[src/logic/dma_pkg.sv]
// shared constants and types of the three-channel dma engine
package dma_pkg;
  localparam int NCH    = 3;
  localparam int CH_W   = 2;
  localparam int NSRC   = 8;
  localparam int SEL_W  = 3;
  localparam int ADDR_W = 16;
  localparam int LEN_W  = 8;

  // addr_step_ctrl: source step in bits 1:0, destination step in bits 3:2
  localparam int          SRC_STEP_LSB = 0;
  localparam int          DST_STEP_LSB = 2;
  localparam logic [1:0]  STEP_INC     = 2'h1;
  localparam logic [1:0]  STEP_DEC     = 2'h2;

  // extra cycles when another channel's setup is written mid-transfer
  localparam logic [1:0]  CFG_PENALTY  = 2'h3;
  // least idle cycles between transfers while other channels wait
  localparam logic [1:0]  MULTI_GAP    = 2'h1;
  localparam logic [1:0]  GAP_NONE     = 2'h0;
  localparam logic [1:0]  PEN_NONE     = 2'h0;
  localparam logic [1:0]  GAP_LAST     = 2'h1;

  typedef struct packed {
    logic [7:0]       src_base_hi;
    logic [7:0]       src_base_lo;
    logic [7:0]       dst_base_hi;
    logic [7:0]       dst_base_lo;
    logic [3:0]       addr_step_ctrl;
    logic             byte_word_sel;
    logic [SEL_W-1:0] request_source_sel;
    logic [LEN_W-1:0] chan_block_len;
    logic             chan_loop_enable;
  } chan_cfg_t;

  typedef struct packed {
    logic [CH_W-1:0]   chan;
    logic [ADDR_W-1:0] src_addr;
    logic [ADDR_W-1:0] dst_addr;
    logic              word;
    logic              high_byte;
  } xfer_cmd_t;

  typedef enum logic [1:0] {
    ST_IDLE = 2'b00,
    ST_ARB  = 2'b01,
    ST_MOVE = 2'b10,
    ST_GAP  = 2'b11
  } eng_state_t;
endpackage

[src/logic/dma_engine.sv]
// three-channel dma engine with two-entry command buffer
//
// How it works
// - each channel holds 16-bit source and destination bases as byte halves.
// - four-bit step field picks inc, dec or static for source and destination.
// - per-channel size bit selects byte or word moves.
// - loop enable chooses whether the channel keeps running from base after a block.
// - priority bit chooses dma requests over cpu interrupts.
// - wait-enable bit allows transfers while the cpu waits.
// - per-channel interrupt enable permits an interrupt on completion.
// - two-bit bandwidth field limits how much bus time dma uses.
// - software request bits raise requests on their source inputs.
// - eight service request inputs from timer and serial units.
// - three-bit source select ties each channel to one request input.
// - software start needs enable, assignment and the matching request bit.
// - byte counter counts each byte; reaching block length sets done flag.
// - done flag with interrupt enable raises the cpu interrupt request.
// - single channel latency from request to transfer is two cycles.
// - writing another channel's setup mid-transfer adds three cycles.
// - at least one idle cycle separates transfers while several channels wait.
// - address is base plus, minus, or ignoring the byte count.
// - after the block the channel stops, or loops to base and continues.
// - reaching block length clears the transfer enable of a channel without loop enable.
// - without wait-enable, wait mode suspends the current transfer.
`timescale 1ns/1ps

module dma_cmd_buf #(
  parameter int WIDTH = 8
) (
  input  wire logic             core_clk,
  input  wire logic             nrst,
  input  wire logic             in_valid,
  output logic                  in_ready,
  input  wire logic [WIDTH-1:0] in_data,
  output logic                  out_valid,
  input  wire logic             out_ready,
  output logic [WIDTH-1:0]      out_data
);
  logic [WIDTH-1:0] mem_q [2];
  logic             wr_q;
  logic             rd_q;
  logic [1:0]       cnt_q;
  logic             do_wr;
  logic             do_rd;

  assign in_ready  = cnt_q != 2'h2;
  assign out_valid = cnt_q != 2'h0;
  assign out_data  = mem_q[rd_q];
  assign do_wr     = in_valid & in_ready;
  assign do_rd     = out_valid & out_ready;

  always_ff @(posedge core_clk or negedge nrst) begin
    if (!nrst) begin
      mem_q[0] <= '0;
      mem_q[1] <= '0;
    end else if (do_wr) begin
      mem_q[wr_q] <= in_data;
    end
  end

  always_ff @(posedge core_clk or negedge nrst) begin
    if (!nrst) begin
      wr_q  <= 1'b0;
      rd_q  <= 1'b0;
      cnt_q <= 2'h0;
    end else begin
      if (do_wr) begin
        wr_q <= ~wr_q;
      end
      if (do_rd) begin
        rd_q <= ~rd_q;
      end
      cnt_q <= cnt_q + {1'b0, do_wr} - {1'b0, do_rd};
    end
  end
endmodule

module dma_engine (
  input  wire logic                      core_clk,
  input  wire logic                      nrst,
  input  wire dma_pkg::chan_cfg_t        chan_cfg [dma_pkg::NCH],
  input  wire logic                      xfer_en_wr,
  input  wire logic [dma_pkg::NCH-1:0]   xfer_en_wdata,
  output logic [dma_pkg::NCH-1:0]        chan_xfer_enable,
  input  wire logic [dma_pkg::NCH-1:0]   chan_irq_enable,
  output logic [dma_pkg::NCH-1:0]        chan_done_flag,
  input  wire logic [dma_pkg::NCH-1:0]   done_clr,
  output logic                           irq_req,
  input  wire logic                      bandwidth_sel_lo,
  input  wire logic                      bandwidth_sel_hi,
  input  wire logic                      dma_over_irq_priority,
  input  wire logic                      wait_mode_allow,
  input  wire logic                      cpu_in_wait,
  input  wire logic                      cpu_irq_pending,
  input  wire logic                      cfg_wr_valid,
  input  wire logic [dma_pkg::CH_W-1:0]  cfg_wr_chan,
  input  wire logic [dma_pkg::NSRC-1:0]  periph_req,
  input  wire logic [dma_pkg::NSRC-1:0]  soft_request_bit,
  output logic                           cmd_valid,
  input  wire logic                      cmd_ready,
  output dma_pkg::xfer_cmd_t             cmd,
  output logic                           dma_busy
);
  import dma_pkg::*;

  logic [NCH-1:0]   en_q;
  logic [NCH-1:0]   flag_q;
  logic [NCH-1:0]   pend;
  logic [NCH-1:0]   done_now;
  logic [NCH-1:0]   cur_hot;
  logic [LEN_W-1:0] cnt_q [NCH];
  eng_state_t       st_q;
  logic [CH_W-1:0]  cur_q;
  logic [CH_W-1:0]  pick;
  logic             hi_q;
  logic [1:0]       pen_q;
  logic [1:0]       gap_q;
  logic [1:0]       gap_need;
  logic             stall;
  logic             push;
  logic             push_rdy;
  logic             other_pend;
  logic             pen_hit;
  logic             arb_hold;
  xfer_cmd_t        cmd_d;
  chan_cfg_t        cur_cfg;

  function automatic logic [ADDR_W-1:0] step_addr(input logic [ADDR_W-1:0] base,
                                                  input logic [1:0]        step,
                                                  input logic [LEN_W-1:0]  cnt,
                                                  input logic              hi);
    logic [ADDR_W-1:0] off;
    off = ADDR_W'(cnt);
    case (step)
      STEP_INC: step_addr = base + off;
      STEP_DEC: step_addr = base - off;
      default:  step_addr = base + ADDR_W'(hi);
    endcase
  endfunction

  // wait mode without permission and cpu interrupts ahead of dma both hold the engine
  assign stall = (cpu_in_wait & ~wait_mode_allow)
               | (cpu_irq_pending & ~dma_over_irq_priority);

  generate
    for (genvar i = 0; i < NCH; i++) begin : g_ch
      logic [LEN_W-1:0] nxt;
      logic             fire;
      logic             arm;
      assign cur_hot[i] = cur_q == CH_W'(i);
      assign pend[i] = en_q[i] & (periph_req[chan_cfg[i].request_source_sel]
                     | soft_request_bit[chan_cfg[i].request_source_sel]);
      assign fire        = push & cur_hot[i];
      assign nxt         = cnt_q[i] + LEN_W'(1);
      assign done_now[i] = fire & (nxt == chan_cfg[i].chan_block_len);
      assign arm         = xfer_en_wr & xfer_en_wdata[i] & ~en_q[i];

      always_ff @(posedge core_clk or negedge nrst) begin
        if (!nrst) begin
          cnt_q[i] <= '0;
        end else if (arm) begin
          cnt_q[i] <= '0;
        end else if (done_now[i]) begin
          cnt_q[i] <= '0;
        end else if (fire) begin
          cnt_q[i] <= nxt;
        end
      end

      // a software write in the same cycle wins over the hardware clear
      always_ff @(posedge core_clk or negedge nrst) begin
        if (!nrst) begin
          en_q[i] <= 1'b0;
        end else if (xfer_en_wr) begin
          en_q[i] <= xfer_en_wdata[i];
        end else if (done_now[i] & ~chan_cfg[i].chan_loop_enable) begin
          en_q[i] <= 1'b0;
        end
      end

      always_ff @(posedge core_clk or negedge nrst) begin
        if (!nrst) begin
          flag_q[i] <= 1'b0;
        end else if (done_now[i]) begin
          flag_q[i] <= 1'b1;
        end else if (done_clr[i]) begin
          flag_q[i] <= 1'b0;
        end
      end
    end
  endgenerate

  assign chan_xfer_enable = en_q;
  assign chan_done_flag   = flag_q;
  assign irq_req          = |(flag_q & chan_irq_enable);
  assign dma_busy         = st_q != ST_IDLE;

  // lowest channel number wins arbitration
  always_comb begin
    pick = '0;
    for (int k = NCH - 1; k >= 0; k--) begin
      if (pend[k]) begin
        pick = CH_W'(k);
      end
    end
  end

  assign other_pend = |(pend & ~cur_hot);
  assign gap_need   = other_pend && ({bandwidth_sel_hi, bandwidth_sel_lo} < MULTI_GAP)
                    ? MULTI_GAP : {bandwidth_sel_hi, bandwidth_sel_lo};
  assign cur_cfg    = chan_cfg[cur_q];
  assign push       = (st_q == ST_MOVE) & ~stall & push_rdy & en_q[cur_q];
  assign pen_hit    = cfg_wr_valid && st_q != ST_IDLE && cfg_wr_chan != cur_q;
  assign arb_hold   = stall | pen_hit | ~en_q[cur_q];

  always_comb begin
    cmd_d           = '0;
    cmd_d.chan      = cur_q;
    cmd_d.word      = cur_cfg.byte_word_sel;
    cmd_d.high_byte = hi_q;
    cmd_d.src_addr  = step_addr({cur_cfg.src_base_hi, cur_cfg.src_base_lo},
                                cur_cfg.addr_step_ctrl[SRC_STEP_LSB +: 2],
                                cnt_q[cur_q], hi_q);
    cmd_d.dst_addr  = step_addr({cur_cfg.dst_base_hi, cur_cfg.dst_base_lo},
                                cur_cfg.addr_step_ctrl[DST_STEP_LSB +: 2],
                                cnt_q[cur_q], hi_q);
  end

  // a word is moved as two back-to-back bytes, low byte first
  always_ff @(posedge core_clk or negedge nrst) begin
    if (!nrst) begin
      st_q  <= ST_IDLE;
      cur_q <= '0;
      hi_q  <= 1'b0;
      gap_q <= GAP_NONE;
    end else begin
      case (st_q)
        ST_IDLE: begin
          if (|pend && !stall) begin
            cur_q <= pick;
            st_q  <= ST_ARB;
          end
        end
        ST_ARB: begin
          if (!en_q[cur_q]) begin
            st_q <= ST_IDLE;
          end else if (pen_q == PEN_NONE && !pen_hit && !stall) begin
            st_q <= ST_MOVE;
          end
        end
        ST_MOVE: begin
          if (!en_q[cur_q]) begin
            hi_q <= 1'b0;
            st_q <= ST_IDLE;
          end else if (push) begin
            if (cur_cfg.byte_word_sel && !hi_q && !done_now[cur_q]) begin
              hi_q <= 1'b1;
            end else begin
              hi_q  <= 1'b0;
              gap_q <= gap_need;
              st_q  <= (gap_need == GAP_NONE) ? ST_IDLE : ST_GAP;
            end
          end
        end
        ST_GAP: begin
          gap_q <= gap_q - GAP_LAST;
          if (gap_q <= GAP_LAST) begin
            st_q <= ST_IDLE;
          end
        end
        default: st_q <= ST_IDLE;
      endcase
    end
  end

  always_ff @(posedge core_clk or negedge nrst) begin
    if (!nrst) begin
      pen_q <= PEN_NONE;
    end else if (pen_hit) begin
      // the write cycle itself already holds arbitration once
      pen_q <= (st_q == ST_ARB) ? CFG_PENALTY - GAP_LAST : CFG_PENALTY;
    end else if (st_q == ST_ARB && pen_q != PEN_NONE) begin
      pen_q <= pen_q - GAP_LAST;
    end
  end

  dma_cmd_buf #(
    .WIDTH ($bits(xfer_cmd_t))
  ) u_buf (
    .core_clk  (core_clk),
    .nrst      (nrst),
    .in_valid  (push),
    .in_ready  (push_rdy),
    .in_data   (cmd_d),
    .out_valid (cmd_valid),
    .out_ready (cmd_ready),
    .out_data  (cmd)
  );

  // the penalty only stretches the arbitration phase, never an issued byte
  lat_two_a: assert property (@(posedge core_clk) disable iff (!nrst)
    st_q == ST_IDLE && |pend && !stall && pen_q == PEN_NONE && !cfg_wr_valid
    |=> st_q == ST_ARB ##1 (st_q == ST_MOVE || $past(arb_hold)))
    else $error("request did not reach transfer in two cycles");

  cfg_penalty_a: assert property (@(posedge core_clk) disable iff (!nrst)
    st_q == ST_ARB && cfg_wr_valid && cfg_wr_chan != cur_q
    |=> st_q != ST_MOVE [*3])
    else $error("setup write did not add three cycles");

  multi_gap_a: assert property (@(posedge core_clk) disable iff (!nrst)
    push && !(cur_cfg.byte_word_sel && !hi_q && !done_now[cur_q]) && other_pend
    |=> st_q == ST_GAP)
    else $error("no idle cycle between channel transfers");

  done_flag_a: assert property (@(posedge core_clk) disable iff (!nrst)
    push && cnt_q[cur_q] + LEN_W'(1) == cur_cfg.chan_block_len
    |=> flag_q[$past(cur_q)])
    else $error("done flag not set at block length");

  stop_clear_a: assert property (@(posedge core_clk) disable iff (!nrst)
    |done_now && !cur_cfg.chan_loop_enable && !xfer_en_wr
    |=> !en_q[$past(cur_q)])
    else $error("channel still enabled after block");

  loop_keep_a: assert property (@(posedge core_clk) disable iff (!nrst)
    |done_now && cur_cfg.chan_loop_enable && !xfer_en_wr
    |=> en_q[$past(cur_q)] && cnt_q[$past(cur_q)] == '0)
    else $error("looping channel did not wrap");

  irq_out_a: assert property (@(posedge core_clk) disable iff (!nrst)
    irq_req == |(chan_done_flag & chan_irq_enable))
    else $error("interrupt request disagrees with flags");

  wait_hold_a: assert property (@(posedge core_clk) disable iff (!nrst)
    cpu_in_wait && !wait_mode_allow |-> !push)
    else $error("transfer moved during forbidden wait");

  prio_hold_a: assert property (@(posedge core_clk) disable iff (!nrst)
    cpu_irq_pending && !dma_over_irq_priority && st_q == ST_IDLE |=> st_q == ST_IDLE)
    else $error("dma started ahead of cpu interrupt");

  addr_inc_a: assert property (@(posedge core_clk) disable iff (!nrst)
    push && cur_cfg.addr_step_ctrl[SRC_STEP_LSB +: 2] == STEP_INC
    |-> cmd_d.src_addr == {cur_cfg.src_base_hi, cur_cfg.src_base_lo}
        + ADDR_W'(cnt_q[cur_q]))
    else $error("incremented source address wrong");
endmodule

[config.mk]
export PLATFORM = sky130hd
export DESIGN_NAME = dma_engine
export DESIGN_NICKNAME = d
export VERILOG_FILES = /design/src/logic/dma_pkg.sv /design/src/logic/dma_engine.sv
export SDC_FILE = /design/constraint.sdc
export NUM_CORES = 1
export LEC_CHECK = 0
export BUFFER_PORTS_ARGS = -buffer_cell sky130_fd_sc_hd__buf_2
export CORE_MARGIN = 2
export CORE_UTILIZATION = 40
export DETAILED_ROUTE_END_ITERATION = 12
export PLACE_DENSITY = 0.61
export SYNTH_ARGS = -nofsm -noshare
export SYNTH_HDL_FRONTEND = slang
export SYNTH_SLANG_ARGS = --single-unit
[constraint.sdc]
create_clock -name core_clk -period 7.59 [get_ports core_clk]
set_clock_uncertainty 0.2 [all_clocks]
set_input_delay 1.518 -clock core_clk [delete_from_list [all_inputs] [get_ports core_clk]]
set_output_delay 1.518 -clock core_clk [all_outputs]
set_load 0.02 [all_outputs]
==> run metrics, run 1 <==
row count 55; Fmax between 150 and 200 MHz; CTS tree built; Mapped Cells 1074; Detailed Route WL 27200 um; register area share after synthesis 30.9%; Detail Route Antenna Nets 0; Final Max Slew Viols 0; Hold Path Origin pen_q[0]$_DFFE_PN0P_; die area approximately 0.024 mm^2; WP buf/inv 1; # hold bufs at CTS 0; crit path DAT around 5.6 ns; Hold Violations, Final 0; initial antenna violation count 0; Final GP Congestion 0.920; postcts setup bufs 0; hold depth 1; Synth Register Bits 115; final design utilization 49.4%; final period utilization 72.8%; crit end category flip-flop; Max Fanout on Critical Path 54; GRT Resource Usage Total 22.5%; CP Launch Type flip-flop; R2R setup slack between 2 and 2.5 ns; share of the synthesized area in the top cell type between 30% and 40%; largest net degree at the start of global routing 78; ys async rst share 100%; worst hold path type reg2reg; total CTS buffers 17; Vias per Instance 5.52; number of port buffers 229; die width 157 um; status finished clean; DR WL/cell 17.3 um; slew of the pin with the lowest slew margin approximately 1 ns; reg-to-reg endpoint u_buf.mem_q[30]$_DFFE_PN0P_; ant diodes 0; fin cells 1572; Pre-antenna DRT Iters 5; GRT overflow 0; dpl cells 1540; Synth Warn # 0; Slowest cell on crit path buf_4; Top Family by Delay on Critical Path compound AO/OA/AOI/OAI gates; Max Cap Viol 0; total number of vias 8684; Crit path largest cell delay 0.72 ns; prevailing post-synth register cell dfrtp_1; nets approximately 1500; top sig layer met4; Clk Latency, worst-skew pair 0.42 ns; routed wl met3 1300 um; synthesized area 0.00930 mm^2; Synth Area per Inst 8.66 um^2; Core Region 0.0227 mm^2; Stages on worst setup path 15; CP dominant cell by count or3_1; TNS Setup 0 ns; routed wl met2 13000 um; RSZ-0062 raised after global routing false; Crit path required time 7.69 ns; die height roughly 160 um; post-synthesis net count 1304; final setup violating endpoints 0; # IOs 230; Area Overhead vs Synth 20.6%; area leader, netlist dfrtp_1; initial DRC count about 540; Clock Tree Buf Depth 2; vias in the first global route 8295; post-CTS sizing 0; Worst VDD drop 0.215 mV; DP HPWL 20600 um; Clock transition at path regs 0.06 ns; Cell Pwr Density 456 mW/mm^2; Worst Setup Path Type reg2reg; Post-synth EDFFs 0; Period minus WS final ~5.5 ns; initial core utilization 41.0%; Synth area leaders dfrtp_1, mux2_2, nand2_1, ha_1, mux2i_1; Pleak approximately 5.3 nW; max_slew headroom between 30% and 40%; worst r2r src cur_q[1]$_DFFE_PN0P_; WHS Endpoint pen_q[0]$_DFFE_PN0P_; first-pass GRT wire length 43000 um; worst reg2reg path depth 15; wire length on met1 12500 um; drt drc 0; worst-path cell chain buf_4 > mux2i_1 > a2bb2oi_1 > ha_1 > nand3b_1 > or3_1 > or3_1 > a21boi_0 > ha_1 > a21o_1 > a21oi_1 > o21ai_0 > or3_1 > xor2_1 > mux2_2; fraction of layout cells with a size suffix above 1 28.0%; Synth cell types roughly 70; number of H-tree levels 4; root buffer cell clkbuf_16; Num Clock Sinks 115
[kinds of logic (layout without fill, tap and decap cells)]
logic type	Yosys count	in the layout	synth area share, %
DFF	115	115	30.9
and+or+nand+nor	360	360	18.1
buffers and inverters	98	311	4.29
AOI/OAI and AO/OA	281	281	20.7
adders and majority gates	45	45	6.21
muxes	122	122	14.8
xor gates and xnor gates	53	53	4.99
[where the power goes]
part	internal (W)	leakage, nW	switching (W)	total (W)
Clock	0.000486	0.278	0.000312	0.000798
Sequential	0.000791	1.52	0.000117	0.000908
Combinational	0.00139	3.52	0.00202	0.00341
Total	0.00267	5.32	0.00245	0.00512
[cell type report]
cell class | count | area [um^2]
inverters | 40 | 150
repair buffers | 239 | 1220
multi-input cells | 861 | 6030
flip-flops and latches | 115 | 2880
clock buffers | 18 | 429
fillers | 2186 | 11500
clock inverters | 14 | 154
well taps | 285 | 357
[how the worst max path moves through the flow]
stage | slack [ns] | to | from
3_3_place_gp | 2.20 | u_buf.mem_q[66]$_DFFE_PN0P_ | chan_cfg[14]
3_5_place_dp | 2.09 | u_buf.mem_q[30]$_DFFE_PN0P_ | chan_cfg[14]
6_report | 2.06 | u_buf.mem_q[30]$_DFFE_PN0P_ | cur_q[1]$_DFFE_PN0P_
4_1_cts | 2.15 | u_buf.mem_q[14]$_DFFE_PN0P_ | cur_q[1]$_DFFE_PN0P_
2_1_floorplan | 2.63 | u_buf.mem_q[66]$_DFFE_PN0P_ | chan_cfg[14]
5_1_grt | 1.72 | u_buf.mem_q[33]$_DFFE_PN0P_ | cur_q[1]$_DFFE_PN0P_
[per-layer routing]
metal  vias up  GRT usage, %
met2       259          38.1
met4         0          5.85
met1      4100          29.8
met5         -             0
li1       4301             -
met3        24          3.68
[worst reg2reg max path: stages, from the launching register on]
cell and delay [ns]:
dfrtp_2 0.35, buf_4 0.72, mux2i_1 0.32, a2bb2oi_1 0.43, ha_1 0.35, nand3b_1 0.19, or3_1 0.36, or3_1 0.45
a21boi_0 0.41, ha_1 0.36, a21o_1 0.17, a21oi_1 0.19, o21ai_0 0.15, or3_1 0.33, xor2_1 0.16, mux2_2 0.27
[cells in the final DEF (no fill, tap or decap), types with 18 or more instances in the layout]
| cell type | instances |
|---|---|
| xnor2_1 | 40 |
| mux2_2 | 63 |
| inv_1 | 40 |
| dfrtp_1 | 113 |
| ha_1 | 43 |
| o21ai_0 | 87 |
| nand3_1 | 24 |
| mux2i_1 | 53 |
| nor3_1 | 18 |
| buf_2 | 228 |
| nand2_1 | 162 |
| nor2_1 | 59 |
| a21oi_1 | 33 |
[synthesized netlist by cell type (all sizes together) (7+ instances only)]
cell and n:
inv 40, nor2b 11, nand2 162, and2 11, nor2 60, a21o 10
o211ai 7, dfrtp 115, nor3 18, a22o 12, o21a 15, clkbuf 41
o31ai 17, nand3 24, a21boi 17, ha 43, nand2b 14, a31oi 11
xor2 13, mux2 63, or3 16, xnor2 40, buf 17, or2 7
mux2i 53, a21oi 33, a221o 11, o21ai 89, a211oi 9
[flip-flops by register name, summed over array words and instances, names as in the netlist]
signal and flops:
pen_q 2, u_buf.mem_q 72, st_q 2, u_buf.rd_q 1, hi_q 1, cnt_q 24
u_buf.cnt_q 2, chan_xfer_enable 3, u_buf.wr_q 1, cur_q 2, gap_q 2, chan_done_flag 3
[through the flow]
step                total power, W  cell area [um^2]  setup slack, ns  hold slack [ns]
floorplan                  0.00343              9300             2.63            0.225
global placement           0.00425             10600             2.20            0.250
detailed placement         0.00429             10600             2.09            0.251
CTS                        0.00511             11200             2.15            0.258
global route               0.00557             11200             1.72            0.291
finish                     0.00512             11200             2.06            0.266
(Power assumes the default switching activity.)
==> run 2, diff against run 1 <==
--- a/config.mk
+++ b/config.mk
@@ -5,11 +5,12 @@
 export SDC_FILE = /design/constraint.sdc
 export NUM_CORES = 1
 export LEC_CHECK = 0
+export ABC_AREA = 1
 export BUFFER_PORTS_ARGS = -buffer_cell sky130_fd_sc_hd__buf_2
 export CORE_MARGIN = 2
 export CORE_UTILIZATION = 40
 export DETAILED_ROUTE_END_ITERATION = 12
-export PLACE_DENSITY = 0.61
+export PLACE_DENSITY = 0.63
 export SYNTH_ARGS = -nofsm -noshare
 export SYNTH_HDL_FRONTEND = slang
 export SYNTH_SLANG_ARGS = --single-unit
==> constraint.sdc (replaced) <==
create_clock -name core_clk -period 4.5 [get_ports core_clk]
set_clock_uncertainty 0.2 [all_clocks]
set_input_delay 0.9 -clock core_clk [delete_from_list [all_inputs] [get_ports core_clk]]
set_output_delay 0.9 -clock core_clk [all_outputs]
set_load 0.02 [all_outputs]
==> run 2 against run 1 <==
Against the previous run:
- first-iteration DRC count up 53%
- global-route usage up 3.0 points
- area after synthesis up 0.82%
- sequential power up 67%
- wire length up 14%
- via count up 16%
- non-clock buffer count up 14
- fmax up 34%
- register-to-register slack worse by 1.7 ns
- critical path depth up 2
- synthesized cell count up 33%
- critical endpoint is now u_buf.mem_q[25]$_DFFE_PN0P_
==> run metrics, run 2 <==
worst r2r src cur_q[0]$_DFFE_PN0P_ (was cur_q[1]$_DFFE_PN0P_); Mapped Cells 1427 (was 1074); initial antenna violation count 5 (was 0); total CTS buffers 17 (unchanged); crit end category flip-flop (unchanged); Vias per Instance 5.08 (was 5.52); fraction of layout cells with a size suffix above 1 21.0% (was 28.0%); synth cell count leaders nand2_1, inv_1, nand3_1 (was nand2_1, dfrtp_1, o21ai_0); max reg flops 72 (unchanged); Slowest cell on crit path dfrtp_1 (was buf_4); CTS tree built (unchanged); Finished Cell Area 0.0116 mm^2 (was 0.0112 mm^2); largest net degree at the start of global routing 64 (was 78); top sig layer met5 (was met4); die height 157 um (about the same); DP Area 0.0109 mm^2 (was 0.0106 mm^2); root buffer cell clkbuf_16 (unchanged); Hold Violations, Final 0 (unchanged); first-pass GRT wire length 48700 um (was 43000 um); die width 157 um (about the same); final design utilization 49.7% (was 49.4%); DR WL/cell 15.6 um (was 17.3 um); Pre-antenna DRT Iters 5 (unchanged); prevailing post-synth register cell dfrtp_1 (unchanged); Synth area leaders dfrtp_1, nand2_1, nand3_1, ha_1, inv_1 (was dfrtp_1, mux2_2, nand2_1, ha_1, mux2i_1); Num Clock Sinks 115 (unchanged); Synth Warn # 0 (unchanged); DP HPWL 24000 um (was 20600 um); Worst VDD drop 0.433 mV (was 0.215 mV); WHS Endpoint u_buf.mem_q[1]$_DFFE_PN0P_ (was pen_q[0]$_DFFE_PN0P_); Crit path required time 4.58 ns (was 7.69 ns); Sequential Power Share 14.5% (was 17.7%); Crit path largest cell delay 0.40 ns (was 0.72 ns); worst reg2reg path depth 17 (was 15); clock network fraction of design power 13.7% (was 15.6%); Gate power share 71.8% (was 66.7%); Synth cell types 53 (was 69); Internal 0.00470 W (was 0.00267 W); Period minus WS final 4.14 ns (was 5.53 ns); crit path DAT 4.21 ns (was 5.63 ns); Cell Pwr Density 908 mW/mm^2 (was 456 mW/mm^2); Synth Register Bits 115 (unchanged); Fmax 242 MHz (was 181 MHz); initial core utilization 40.3% (was 41.0%); routed wl met3 1690 um (was 1300 um); final setup violating endpoints 0 (unchanged); TNS Setup 0 ns (unchanged); Final Total Pwr 0.0105 W (was 0.00512 W); register area share after synthesis 30.7% (was 30.9%); initial DRC count 827 (was 541); GRT Resource Usage Total 25.5% (was 22.5%); P_sw 0.00579 W (was 0.00245 W); Clk Latency, worst-skew pair 0.43 ns (was 0.42 ns); total number of vias 10100 (was 8684); Core Region 0.0233 mm^2 (was 0.0227 mm^2); nets 1884 (was 1504); R2R setup slack 0.36 ns (was 2.06 ns); fin cells 1990 (was 1572); reg-to-reg endpoint u_buf.mem_q[25]$_DFFE_PN0P_ (was u_buf.mem_q[30]$_DFFE_PN0P_); top-count cell post-synth nand2_1 (unchanged); Top reg by flops u_buf.mem_q (unchanged); Area Overhead vs Synth 23.2% (was 20.6%); number of H-tree levels 4 (unchanged); worst hold path type reg2reg (unchanged); Pleak 6.18 nW (was 5.32 nW); slew of the pin with the lowest slew margin 0.955 ns (was 0.989 ns); # hold bufs at CTS 0 (unchanged); Max Fanout on Critical Path 14 (was 54); Clock transition at path regs 0.06 ns (about the same); wire length on met1 14300 um (was 12500 um); Clock Tree Buf Depth 2 (unchanged); hold depth 2 (was 1); max_slew headroom 36.2% (was 34.1%); synthesized area 0.00938 mm^2 (was 0.00930 mm^2); Detailed Route WL 31000 um (was 27200 um); Synth Area per Inst 6.57 um^2 (was 8.66 um^2); ys async rst share 100% (unchanged); CP Launch Type flip-flop (unchanged); area leader, netlist dfrtp_1 (unchanged); Final GP Congestion 0.951 (was 0.920); row count 56 (was 55); commonest non-fill, non-tap cells in the layout nand2_1, buf_2, inv_1 (was buf_2, nand2_1, dfrtp_1); GRT overflow 0 (unchanged); dpl cells 1948 (was 1540); Final Max Slew Viols 0 (unchanged); Detail Route Antenna Nets 0 (unchanged); Max Cap Viol 0 (unchanged); # IOs 230 (unchanged); Worst Setup Path Type reg2reg (unchanged); switch share 55.2% (was 47.9%); drt drc 0 (unchanged); number of port buffers 229 (unchanged); die area 0.0247 mm^2 (was 0.0245 mm^2); post-synthesis net count 1657 (was 1304); status finished clean (unchanged); Regs by FF count u_buf.mem_q (72), cnt_q (24) (unchanged); share of the synthesized area in the top cell type 30.7% (was 30.9%); vias in the first global route 9375 (was 8295); routed wl met2 14200 um (was 13000 um); commonest non-fill, non-tap cell in the layout nand2_1 (was buf_2); final period utilization 91.9% (was 72.8%); Post-synth EDFFs 0 (unchanged); Hold Path Origin u_buf.mem_q[1]$_DFFE_PN0P_ (was pen_q[0]$_DFFE_PN0P_); worst-path cell chain inv_2 > nor2_4 > buf_4 > a22oi_1 > and2_1 > ha_1 > inv_1 > nor2_1 > inv_1 > o21ai_0 > ha_1 > a21oi_1 > nand2_1 > a21oi_1 > o21ai_1 > xnor2_1 > o21ai_0 (was buf_4 > mux2i_1 > a2bb2oi_1 > ha_1 > nand3b_1 > or3_1 > or3_1 > a21boi_0 > ha_1 > a21o_1 > a21oi_1 > o21ai_0 > or3_1 > xor2_1 > mux2_2)
==> run 2: through the flow <==
stage	setup slack, ns	hold slack, ns
6_report	0.364	0.278
4_1_cts	0.272	0.279
3_5_place_dp	0.262	0.262
3_3_place_gp	0.304	0.257
2_1_floorplan	0.537	0.242
5_1_grt	-0.0117	0.301
==> run 2: area by class of cell <==
type	instances	area (um^2)
Antenna cell	4	10.0
Timing Repair Buffer	253	1350
Inverter	149	562
Clock buffer	17	425
Multi-Input combinational cell	1118	5750
Tap cell	319	399
Fill cell	2408	11700
Clock inverter	15	184
Sequential cell	115	2880
==> run 2: worst max-delay path by stage <==
stage / startpoint / to / depth (start not counted) / slack (ns)
after floorplan: chan_cfg[112] / u_buf.mem_q[28]$_DFFE_PN0P_ / 21 / 0.54
after global placement: chan_cfg[114] / u_buf.mem_q[52]$_DFFE_PN0P_ / 19 / 0.30
after detailed placement: chan_cfg[112] / u_buf.mem_q[63]$_DFFE_PN0P_ / 18 / 0.26
after CTS: cur_q[1]$_DFFE_PN0P_ / u_buf.mem_q[63]$_DFFE_PN0P_ / 18 / 0.27
after global routing: cur_q[0]$_DFFE_PN0P_ / u_buf.mem_q[52]$_DFFE_PN0P_ / 23 / -0.01
final: cur_q[0]$_DFFE_PN0P_ / u_buf.mem_q[25]$_DFFE_PN0P_ / 17 / 0.36
==> run 2: timing repair <==
item / in CTS / in global routing
setup endpoints to repair: 0 / 6
resized for setup: 0 / 3
buffers inserted: 0 / 6
==> run 2: per-layer routing <==
layer | up-vias | GRT usage, %
met1 | 4620 | 34.7
met2 | 322 | 40.8
met4 | 2 | 8.35
met3 | 52 | 4.65
li1 | 5104 | -
met5 | - | 0
==> run 2: power by group through the flow <==
stage	clock [W]	combinational [W]	sequential (W)
final	0.00144	0.00753	0.00152
after global routing	0.00150	0.00835	0.00155
after CTS	0.00146	0.00738	0.00152
after detailed placement	0	0.00733	0.00153
after global placement	0	0.00735	0.00152
after floorplan	0	0.00512	0.00150
==> run 2: cells by family (layout without fill, tap and decap cells) <==
| logic type | count (synthesis) | in the layout | share of synthesized area (%) |
|---|---|---|---|
| and+or+nand+nor | 821 | 821 | 38.3 |
| DFF | 115 | 115 | 30.7 |
| other | 0 | 4 | 0 |
| AOI/OAI and AO/OA | 225 | 225 | 14.2 |
| buffers and inverters | 194 | 434 | 8.12 |
| xor gates and xnor gates | 27 | 27 | 2.52 |
| adders and majority gates | 45 | 45 | 6.16 |
==> run 2: worst max-delay path: cells and delay by family (launching register included) <==
kind                       cells  cell delay [ns]
DFF                            1             0.40
AOI/OAI and AO/OA              6             0.92
and+or+nand+nor                4             0.71
xor gates and xnor gates       1             0.40
buffers and inverters          4             0.67
adders and majority gates      2             0.67
==> run 3, diff against run 2 <==
--- a/config.mk
+++ b/config.mk
@@ -7,10 +7,11 @@
 export LEC_CHECK = 0
 export ABC_AREA = 1
 export BUFFER_PORTS_ARGS = -buffer_cell sky130_fd_sc_hd__buf_2
+export CAP_MARGIN = 40
 export CORE_MARGIN = 2
 export CORE_UTILIZATION = 40
 export DETAILED_ROUTE_END_ITERATION = 12
-export PLACE_DENSITY = 0.63
+export PLACE_DENSITY = 0.61
 export SYNTH_ARGS = -nofsm -noshare
 export SYNTH_HDL_FRONTEND = slang
 export SYNTH_SLANG_ARGS = --single-unit
==> constraint.sdc (replaced) <==
create_clock -name core_clk -period 4.12 [get_ports core_clk]
set_clock_uncertainty 0.2 [all_clocks]
set_input_delay 0.824 -clock core_clk [delete_from_list [all_inputs] [get_ports core_clk]]
set_output_delay 0.824 -clock core_clk [all_outputs]
set_load 0.02 [all_outputs]
==> run 3 against run 2 <==
Against the previous run:
- clock-buffer cell count rose by 2
- final area rose by 1.8%
- highest routed layer is now met4
- critical path depth rose by 5
- flip-flop and latch count did not move
- register-to-register slack got worse by 0.12 ns
==> run metrics, run 3 (synthesis results as in run 2) <==
Pleak 6.28 nW (was 6.18 nW); root buffer cell clkbuf_16 (unchanged); fraction of layout cells with a size suffix above 1 22.6% (was 21.0%); commonest non-fill, non-tap cells in the layout nand2_1, buf_2, inv_1 (unchanged); status finished clean (unchanged); initial DRC count 711 (was 827); Core Region 0.0233 mm^2 (unchanged); die height 157 um (unchanged); Final Max Slew Viols 0 (unchanged); dpl cells 1973 (was 1948); final setup violating endpoints 0 (unchanged); slew of the pin with the lowest slew margin 0.898 ns (was 0.955 ns); Final GP Congestion 0.953 (was 0.951); fin cells 2012 (was 1990); first-pass GRT wire length 50100 um (was 48700 um); max_slew headroom 40.1% (was 36.2%); vias in the first global route 9398 (was 9375); GRT Resource Usage Total 26.1% (was 25.5%); total CTS buffers 17 (unchanged); Crit path required time 4.23 ns (was 4.58 ns); Num Clock Sinks 115 (unchanged); CTS tree built (unchanged); pre-CTS WS -0.00334 ns (was 0.262 ns); total number of vias 10076 (was 10100); Clk Latency, worst-skew pair 0.43 ns (about the same); # hold bufs at CTS 0 (unchanged); largest net degree at the start of global routing 66 (was 64); initial core utilization 40.3% (unchanged); Fin Hold WS 0.247 ns (was 0.278 ns); number of port buffers 229 (unchanged); row count 56 (unchanged); Clock transition at path regs 0.06 ns (about the same); worst hold path type in2async (was reg2reg); Max Cap Viol 0 (unchanged); GRT overflow 0 (unchanged); nets 1909 (was 1884); Filler Cell Count 2393 (was 2408); final period utilization 94.0% (was 91.9%); Regs by FF count u_buf.mem_q (72), cnt_q (24) (unchanged); worst reg2reg path depth 22 (was 17); crit path DAT 3.99 ns (was 4.21 ns); DR WL/cell 15.7 um (was 15.6 um); max reg flops 72 (unchanged); Hold Violations, Final 0 (unchanged); Clock Tree Buf Depth 2 (unchanged); Fmax 258 MHz (was 242 MHz); CP Launch Type flip-flop (unchanged); Detail Route Antenna Nets 0 (unchanged); Pre-antenna DRT Iters 7 (was 5); R2R setup slack 0.25 ns (was 0.36 ns); Top reg by flops u_buf.mem_q (unchanged); Worst Setup Path Type reg2reg (unchanged); drt drc 0 (unchanged); die area 0.0247 mm^2 (unchanged); Area Overhead vs Synth 25.5% (was 23.2%); die width 157 um (unchanged); # IOs 230 (unchanged); DP HPWL 24800 um (was 24000 um); Detailed Route WL 31500 um (was 31000 um); Vias per Instance 5.01 (was 5.08); Period minus WS final 3.87 ns (was 4.14 ns); Cell Pwr Density 999 mW/mm^2 (was 908 mW/mm^2); worst r2r src cur_q[0]$_DFFE_PN0P_ (unchanged); initial antenna violation count 2 (was 5); reg-to-reg endpoint u_buf.mem_q[65]$_DFFE_PN0P_ (was u_buf.mem_q[25]$_DFFE_PN0P_); Final Total Pwr 0.0118 W (was 0.0105 W); Max Fanout on Critical Path 10 (was 14); crit end category flip-flop (unchanged); commonest non-fill, non-tap cell in the layout nand2_1 (unchanged); final worst slack 0.248 ns (was 0.364 ns); number of H-tree levels 4 (unchanged); Worst VDD drop 0.587 mV (was 0.433 mV)
[run 3: cell count changes in the layout (fill, tap and decap cells not counted), sizes merged]
cell	delta
buf	+25
diode	-2
clkinv	+1
inv	-4
bufinv	-2
clkbuf	+2
clkinvlp	+2
[run 3: how the worst max path moves through the flow]
stage,from,endpoint,cells past startpoint
6_report,cur_q[0]$_DFFE_PN0P_,u_buf.mem_q[65]$_DFFE_PN0P_,22
5_1_grt,cur_q[1]$_DFFE_PN0P_,u_buf.mem_q[63]$_DFFE_PN0P_,20
4_1_cts,cur_q[0]$_DFFE_PN0P_,u_buf.mem_q[16]$_DFFE_PN0P_,19
3_5_place_dp,chan_cfg[114],u_buf.mem_q[16]$_DFFE_PN0P_,20
3_3_place_gp,chan_cfg[114],u_buf.mem_q[52]$_DFFE_PN0P_,19
2_1_floorplan,cur_q[0]$_DFFE_PN0P_,u_buf.mem_q[28]$_DFFE_PN0P_,23
[run 3: worst max-delay path, stage by stage (launching register included)]
cell and delay [ns]:
dfrtp_2 0.47, inv_4 0.11, nor2_4 0.05, buf_12 0.14, inv_2 0.09, o22ai_1 0.10, a21oi_2 0.19, nand3_2 0.14
nor3_4 0.16, inv_2 0.05, nor2_1 0.09, ha_1 0.26, a221o_1 0.36, nand2_1 0.06, ha_1 0.23, buf_4 0.15
nand2_1 0.10, nor2_1 0.08, nand4_1 0.10, nand3_1 0.17, or2_2 0.33, nand3_1 0.07, nand2_1 0.05
[run 3: power breakdown]
part           internal [W]  switching, W
Sequential          0.00147      0.000220
Combinational       0.00308       0.00560
Clock              0.000792      0.000603
[run 3: layer usage]
layer  vias to the layer above  GRT usage (%)  wire length (um)
met5                         -              0                 0
met4                         0           6.41               479
met3                        30           3.77              1540
met2                       259           42.0             14600
met1                      4627           37.0             14900
li1                       5160              -                 -
[run 3: area by class of cell]
class                      count  area (um^2)  share of cell area (%)
tap                          319          399                    3.39
sequential                   115         2880                    24.5
clock buffer                  19          443                    3.76
timing repair buffer         278         1590                    13.5
antenna                        2         5.00                  0.0425
clock inverter                12         97.6                   0.829
inverter                     149          564                    4.79
multi-input combinational   1118         5800                    49.2
[run 3: repair_timing]
action / 4_1_cts / 5_1_grt
gates resized for setup: 0 / 18
buffers inserted: 0 / 6
endpoints found under the setup margin: 0 / 34
[run 3: through the flow]
stage          cell area [um^2]  utilization, %   TNS, ns
2_1_floorplan              9380               -         0
5_1_grt                   11800            50.6  -0.00898
6_report                  11800            50.6         0
4_1_cts                   11600            50.0         0
3_5_place_dp              11100            47.7  -0.00334
3_3_place_gp              11100            47.6         0
